## config.mk

```make
export PLATFORM = sky130hd
export DESIGN_NAME = rosm_top
export DESIGN_NICKNAME = d
export VERILOG_FILES = /design/src/include/rosm_pkg.sv /design/src/include/rosm_cmd_if.sv /design/src/core/rosm_cmd_decode.sv /design/src/core/rosm_top.sv
export VERILOG_INCLUDE_DIRS = /design/src /design/src/include
export SDC_FILE = /design/constraint.sdc
export NUM_CORES = 1
export LEC_CHECK = 0
export BUFFER_PORTS_ARGS = -buffer_cell sky130_fd_sc_hd__buf_2
export CAP_MARGIN = 20
export CELL_PAD_IN_SITES_DETAIL_PLACEMENT = 2
export CELL_PAD_IN_SITES_GLOBAL_PLACEMENT = 2
export CORE_AREA = 2 2 82 84
export CTS_BUF_LIST = sky130_fd_sc_hd__clkbuf_8
export DETAILED_ROUTE_END_ITERATION = 12
export DIE_AREA = 0 0 84 86
export PLACE_DENSITY = 0.69
export SLEW_MARGIN = 25
export SYNTH_ARGS = -nofsm -noshare
export SYNTH_HDL_FRONTEND = slang
export SYNTH_SLANG_ARGS = --single-unit
```

## constraint.sdc

```tcl
create_clock -name clk_sys -period 3.1 [get_ports clk_sys]
set_input_delay 0.465 -clock clk_sys [delete_from_list [all_inputs] [get_ports clk_sys]]
set_output_delay 0.465 -clock clk_sys [all_outputs]
set_load 0.1 [all_outputs]
```

## src/include/rosm_params.svh

```systemverilog
`ifndef ROSM_PARAMS_SVH
`define ROSM_PARAMS_SVH
// ==========================================
// timing
`define ROSM_CLK_NS 20
`define ROSM_LOCK_NS 2000
`define ROSM_LOCK_CYCLES ((`ROSM_LOCK_NS + `ROSM_CLK_NS - 1) / `ROSM_CLK_NS)
`define ROSM_LOCK_W 7
// ==========================================
// pins
`define ROSM_GPIO_N 4
`endif

```

## src/include/rosm_pkg.sv

```systemverilog
package rosm_pkg;
  typedef enum logic [2:0] {
    ROSM_SHUTDOWN, ROSM_READY, ROSM_LOCK, ROSM_TX, ROSM_RX, ROSM_SLEEP, ROSM_STANDBY
  } rosm_state_t;
  typedef enum logic [2:0] {
    ROSM_CMD_READY, ROSM_CMD_LOCK, ROSM_CMD_TX, ROSM_CMD_RX, ROSM_CMD_SLEEP, ROSM_CMD_STANDBY
  } rosm_cmd_t;
endpackage : rosm_pkg

```

## src/include/rosm_cmd_if.sv

```systemverilog
interface rosm_cmd_if;
  import rosm_pkg::*;
  logic cmdValid;
  rosm_cmd_t cmdCode;
  rosm_state_t curState;
  logic accept;
  rosm_state_t nextState;
  rosm_state_t pendState;
  modport ctrl (output cmdValid, output cmdCode, output curState,
                input accept, input nextState, input pendState);
  modport dec (input cmdValid, input cmdCode, input curState,
               output accept, output nextState, output pendState);
endinterface : rosm_cmd_if

```

## src/core/rosm_cmd_decode.sv

```systemverilog
module rosm_cmd_decode (
  rosm_cmd_if.dec cmd
);
  import rosm_pkg::*;

  // ==========================================
  // transition table: {accept, next, pending target}
  function automatic logic [6:0] decode(input rosm_state_t st, input rosm_cmd_t c);
    logic [6:0] r;
    r = {1'b0, ROSM_SHUTDOWN, ROSM_LOCK};
    unique case (st)
      ROSM_READY: begin
        unique case (c)
          ROSM_CMD_LOCK: r = {1'b1, ROSM_LOCK, ROSM_LOCK};
          ROSM_CMD_TX: r = {1'b1, ROSM_LOCK, ROSM_TX};
          ROSM_CMD_RX: r = {1'b1, ROSM_LOCK, ROSM_RX};
          ROSM_CMD_SLEEP: r = {1'b1, ROSM_SLEEP, ROSM_LOCK};
          ROSM_CMD_STANDBY: r = {1'b1, ROSM_STANDBY, ROSM_LOCK};
          default: r = {1'b0, ROSM_SHUTDOWN, ROSM_LOCK};
        endcase
      end
      ROSM_LOCK: begin
        unique case (c)
          ROSM_CMD_TX: r = {1'b1, ROSM_TX, ROSM_LOCK};
          ROSM_CMD_RX: r = {1'b1, ROSM_RX, ROSM_LOCK};
          ROSM_CMD_READY: r = {1'b1, ROSM_READY, ROSM_LOCK};
          default: r = {1'b0, ROSM_SHUTDOWN, ROSM_LOCK};
        endcase
      end
      ROSM_TX, ROSM_RX: begin
        unique case (c)
          // the opposite mode goes back through lock
          ROSM_CMD_TX: r = (st == ROSM_RX) ? {1'b1, ROSM_LOCK, ROSM_TX} : r;
          ROSM_CMD_RX: r = (st == ROSM_TX) ? {1'b1, ROSM_LOCK, ROSM_RX} : r;
          ROSM_CMD_LOCK: r = {1'b1, ROSM_LOCK, ROSM_LOCK};
          ROSM_CMD_READY: r = {1'b1, ROSM_READY, ROSM_LOCK};
          default: r = {1'b0, ROSM_SHUTDOWN, ROSM_LOCK};
        endcase
      end
      ROSM_SLEEP, ROSM_STANDBY: r = (c == ROSM_CMD_READY) ? {1'b1, ROSM_READY, ROSM_LOCK} : r;
      default: r = {1'b0, ROSM_SHUTDOWN, ROSM_LOCK};
    endcase
    return r;
  endfunction : decode

  wire [6:0] decWord = decode(cmd.curState, cmd.cmdCode);

  // unlisted pairs are refused, state untouched
  assign cmd.accept = cmd.cmdValid & decWord[6];
  assign cmd.nextState = rosm_state_t'(decWord[5:3]);
  assign cmd.pendState = rosm_state_t'(decWord[2:0]);
endmodule : rosm_cmd_decode

```

## src/core/rosm_top.sv

```systemverilog
`include "rosm_params.svh"

module rosm_top (
  // clock and reset
  input wire logic clk_sys,
  input wire logic rst_n,
  // shutdown pin, high means shutdown
  input wire logic shutdownPin,
  // decoded host command from the spi front end
  input wire logic cmdValid,
  input wire rosm_pkg::rosm_cmd_t cmdCode,
  // radio finished its transmit or receive activity
  input wire logic activityDone,
  // pin drivers requested by the rest of the device
  input wire logic spiMisoData,
  input wire logic spiMisoDrive,
  input wire logic [`ROSM_GPIO_N-1:0] gpioData,
  input wire logic [`ROSM_GPIO_N-1:0] gpioDrive,
  // state and power controls
  output rosm_pkg::rosm_state_t opState,
  output logic cfgHold,
  output logic hostAccess,
  output logic crystalOscillatorReferenceOn,
  output logic localOscillatorSignalOn,
  output logic txOn,
  output logic rxOn,
  output logic retainOn,
  // pads
  output logic spiMisoOut,
  output logic spiMisoOe,
  output logic [`ROSM_GPIO_N-1:0] gpioOut,
  output logic [`ROSM_GPIO_N-1:0] gpioOe
);
  import rosm_pkg::*;

  // ==========================================
  // command decode
  rosm_cmd_if cmdBus ();
  rosm_cmd_decode uDecode (
    .cmd(cmdBus.dec)
  );

  rosm_state_t stateReg, stateNext;
  rosm_state_t pendReg, pendNext;
  logic [`ROSM_LOCK_W-1:0] lockCntReg, lockCntNext;

  wire autoLock = (stateReg == ROSM_LOCK) && (pendReg != ROSM_LOCK);
  wire lockDone = autoLock && (lockCntReg == '0);
  wire doneHit = activityDone && ((stateReg == ROSM_TX) || (stateReg == ROSM_RX));
  // commands are held off while the automatic lock step runs
  wire cmdTake = cmdBus.accept && !autoLock;

  assign cmdBus.cmdValid = cmdValid;
  assign cmdBus.cmdCode = cmdCode;
  assign cmdBus.curState = stateReg;

  // ==========================================
  // next state
  assign stateNext = shutdownPin ? ROSM_SHUTDOWN :
                     (stateReg == ROSM_SHUTDOWN) ? ROSM_READY :
                     lockDone ? pendReg :
                     cmdTake ? cmdBus.nextState :
                     doneHit ? ROSM_READY :
                     stateReg;
  assign pendNext = (shutdownPin || lockDone) ? ROSM_LOCK :
                    cmdTake ? cmdBus.pendState : pendReg;
  assign lockCntNext = (cmdTake && cmdBus.pendState != ROSM_LOCK) ?
                       `ROSM_LOCK_W'(`ROSM_LOCK_CYCLES - 1) :
                       (autoLock && lockCntReg != '0) ? lockCntReg - `ROSM_LOCK_W'(1) : lockCntReg;

  wire sdnNext = (stateNext == ROSM_SHUTDOWN);
  wire loNext = (stateNext == ROSM_LOCK) || (stateNext == ROSM_TX) || (stateNext == ROSM_RX);

  always_ff @(posedge clk_sys or negedge rst_n) begin
    if (!rst_n) begin
      stateReg <= ROSM_SHUTDOWN;
      pendReg <= ROSM_LOCK;
      lockCntReg <= '0;
    end else begin
      stateReg <= stateNext;
      pendReg <= pendNext;
      lockCntReg <= shutdownPin ? '0 : lockCntNext;
    end
  end

  // ==========================================
  // registered controls
  always_ff @(posedge clk_sys or negedge rst_n) begin
    if (!rst_n) begin
      opState <= ROSM_SHUTDOWN;
      cfgHold <= 1'b1;
      hostAccess <= 1'b0;
      crystalOscillatorReferenceOn <= 1'b0;
      localOscillatorSignalOn <= 1'b0;
      txOn <= 1'b0;
      rxOn <= 1'b0;
      retainOn <= 1'b0;
    end else begin
      opState <= stateNext;
      cfgHold <= sdnNext;
      hostAccess <= !sdnNext;
      crystalOscillatorReferenceOn <= !sdnNext;
      localOscillatorSignalOn <= loNext;
      txOn <= (stateNext == ROSM_TX);
      rxOn <= (stateNext == ROSM_RX);
      retainOn <= !sdnNext;
    end
  end

  // ==========================================
  // pads, released only outside shutdown
  always_ff @(posedge clk_sys or negedge rst_n) begin
    if (!rst_n) begin
      spiMisoOut <= 1'b0;
      spiMisoOe <= 1'b0;
    end else begin
      spiMisoOut <= sdnNext ? 1'b0 : spiMisoData;
      spiMisoOe <= !sdnNext && spiMisoDrive;
    end
  end

  for (genvar g = 0; g < `ROSM_GPIO_N; g++) begin : gPad
    always_ff @(posedge clk_sys or negedge rst_n) begin
      if (!rst_n) begin
        gpioOut[g] <= 1'b0;
        gpioOe[g] <= 1'b0;
      end else begin
        gpioOut[g] <= sdnNext ? 1'b0 : gpioData[g];
        gpioOe[g] <= !sdnNext && gpioDrive[g];
      end
    end
  end
endmodule : rosm_top

```

==> impl_metrics.yaml <==
detailed_routing:
  drt_iter0_drc: 33
  final_antenna_net_count: 0
  vias: 1272
  viasPerCell: 4.782
  firstDrtPassIters: 4
  wl_per_cell_um: 15.24
  drc: 0
  wl_mm: 4.054
layout:
  multi_input_comb_area_um2: 730.7
  drive_gt1_frac: 0.2910
  fill_cells: 720
  diodes: 0
  fin_nets: 209
  syn_to_final_growth_pct: 19.61
  seqCellArea_um2: 703.2
  final_util: 0.2918
power_and_ir_drop:
  vdd_ir_drop_max_v: 0.0002149
  leakage_nw: 0.8781
  powerDensity_nw_per_um2: 503.0
  comb_power_share: 0.264
  p_clk_frac: 0.309
  p_sw_uw: 319.2
  p_int_uw: 602.2
  switching_share: 0.3464
  seqPwrFrac: 0.427
floorplanning:
  die_area_um2: 7224
  io_pins: 38
  die_h_um: 86
  core_area_um2: 6277
  rows: 29
  die_x_um: 84
  start_util: 0.2440
worst_hold_path:
  hold_class: "input port to asynchronous set/reset pin"
synthesis:
  synthesis.nets: 177
  synth-main-ff-cell: "dfrtp_1"
  yosys_warnings: 0
  yosys_register_bits: 28
  avgSynthCellArea_um2: 9.693
  ys_types: 47
  seq_area_frac_synth: 0.4592
  async_flop_share: 1.000
  netlist_instances: 158
  synth_edf_count: 0
  syn_area_um2: 1531
clocking:
  h-tree-depth: 1
  clkSinkCount: 28
  numCtsBuffers: 3
  cts_tree: "built"
  clockRootBuffer: "clkbuf_8"
  cts_setup_buffers: 0
  clk_latency_ps: 270
  cts_max_path_buffers: 2
  clk_pin_slew_ps: 90
  cts_hold_buf: 0
  cts.repair.resized: 0
timing:
  setup_tns_ps: 0
  tightest_slew_ps: 617.7
  finClkSkew_ps: 4.853
  setup_viol: 0
  hold_violations: 0
  drv_slew: 0
  period_minus_slack_ps: 2604
  relSlewSlack: 0.5882
  fin_crit_sh: 0.8400
  rsz0062_at_grt: "no"
  fmaxAchievable_ghz: 0.3840
global_routing:
  grt_usage: 0.1163
  grt_remaining_overflow: 0
  grt_pass1_wl_mm: 6.824
  antenna_found_initial: 0
  grt_max_degree: 29
  grt_pass1_vias: 1366
setup_path:
  startpoint_type: "flip-flop"
  endpoint_kind: "flip-flop"
  cp_max_fo: 13
  critical_path_arrival_ps: 2770
  cp.required_ps: 3270
  worstSetupPathType: "flip-flop to flip-flop"
placed_design:
  dp_hpwl_mm: 3.130
  io_buffers: 37
  place_congestion: 0.7579
run_status:
  status: "complete, no violations"
run:
  maxCapViolCount: 0
==> routing by layer <==
layer,global-route usage,vias up,share of wire
met5,0,-,0
met4,0.02639,0,0.0057
met3,0.02021,2,0.020
met2,0.2109,14,0.53
met1,0.1446,649,0.44
li1,-,607,-
==> layout by cell type, fill, tap and decap left out, types with 2 or more instances in the layout <==
| cell | netlist | layout |
|---|---|---|
| a21boi_1 | 3 | 3 |
| nand2_1 | 12 | 12 |
| dfstp_2 | 2 | 2 |
| o21ai_0 | 5 | 5 |
| nand3_1 | 5 | 5 |
| a21boi_0 | 8 | 8 |
| xnor2_1 | 3 | 3 |
| buf_4 | 4 | 2 |
| mux2_2 | 2 | 2 |
| and3_1 | 2 | 2 |
| inv_1 | 6 | 6 |
| inv_2 | 2 | 2 |
| o21ai_1 | 2 | 2 |
| dfrtp_1 | 26 | 26 |
| clkbuf_8 | 0 | 3 |
| a21oi_1 | 9 | 9 |
| xor2_1 | 5 | 5 |
| nor2_1 | 16 | 16 |
| nor3_1 | 5 | 5 |
| buf_2 | 6 | 37 |
| nor2b_1 | 2 | 2 |
| and2b_1 | 2 | 2 |
| and2_1 | 3 | 3 |
| mux2i_1 | 2 | 2 |
| a2111o_1 | 2 | 2 |
==> final timing paths <==
path / start / endpoint / slack [ps] / cells past startpoint
max in group asynchronous: rst_n / gpioOut[3]$_DFF_PN0_ / 2500 / 1
hold / removal: rst_n / lockCntReg[3]$_DFFE_PN0P_ / 190 / 1
setup reg to reg: opState[1]$_DFF_PN0_ / localOscillatorSignalOn$_DFF_PN0_ / 500 / 8
min in group clk_sys: gpioData[2] / gpioOut[2]$_DFF_PN0_ / 420 / 2
setup / recovery: opState[1]$_DFF_PN0_ / localOscillatorSignalOn$_DFF_PN0_ / 500 / 8
hold reg to reg: lockCntReg[4]$_DFFE_PN0P_ / lockCntReg[4]$_DFFE_PN0P_ / 550 / 2
==> registers in the layout (all words and copies together) (netlist names), 3 cells and up <==
name and flops:
gpioOut 4, pendReg 3, gpioOe 4, lockCntReg 7
opState 3
==> synthesized netlist by cell type (all sizes together) (3+ instances only) <==
cell | number | area [µm²]
xor2 | 5 | 43.79
dfrtp | 26 | 650.6
and2 | 3 | 18.77
nor2 | 16 | 60.06
inv | 8 | 30.03
o21ai | 8 | 43.79
nand3 | 5 | 25.02
nand2 | 12 | 45.04
xnor2 | 3 | 26.28
a21oi | 9 | 45.04
nor3 | 5 | 25.02
a21boi | 11 | 82.58
mux2 | 3 | 37.53
buf | 10 | 60.06
==> power groups by stage <==
stage | Combinational [mW] | Sequential (mW) | Clock (mW)
finish | 0.244 | 0.393 | 0.285
global route | 0.257 | 0.396 | 0.309
CTS | 0.246 | 0.394 | 0.295
detailed placement | 0.246 | 0.401 | 0
global placement | 0.244 | 0.400 | 0
floorplan | 0.0907 | 0.505 | 0
==> per-stage QoR <==
stage / instance area [µm²] / std cells / setup WS, ps / hold slack [ps] / power, mW
3_3_place_gp: 1760 / 262 / 538.4 / 521.8 / 0.6444
2_1_floorplan: 1531 / 158 / 249.6 / 169.4 / 0.5962
6_report: 1832 / 266 / 496.1 / 192.8 / 0.9215
4_1_cts: 1832 / 266 / 460.2 / 217.4 / 0.9357
3_5_place_dp: 1760 / 262 / 479.9 / 527.7 / 0.6465
5_1_grt: 1832 / 266 / 287.4 / 226.1 / 0.9618
==> cells by family (layout without fill, tap and decap cells) <==
group | count (synthesis) | after routing | share of synthesized area
AOI/OAI and AO/OA | 39 | 39 | 0.1879
and+or+nand+nor | 57 | 57 | 0.1977
DFF | 28 | 28 | 0.4591
adders and majority gates | 1 | 1 | 0.008169
xor gates and xnor gates | 8 | 8 | 0.04575
buffers and inverters | 20 | 51 | 0.06373
muxes | 5 | 5 | 0.03758
==> final cells by class <==
cell class,count,share of cell area
tap,77,0.05260
timing repair buffer,39,0.1093
clock inverter,1,0.01639
clock buffer,3,0.02254
sequential,28,0.3839
inverter,8,0.01639
multi-input combinational,110,0.3989
==> critical path, cell delays in order, from the launching register on <==
cell and delay [ps]:
dfrtp_1 580, inv_2 130, a2111o_1 430, and4b_4 220
o211ai_4 150, mux2_4 340, o21ai_2 270, inv_2 80
mux2_2 270
Power figures use the tool's default switching activity.
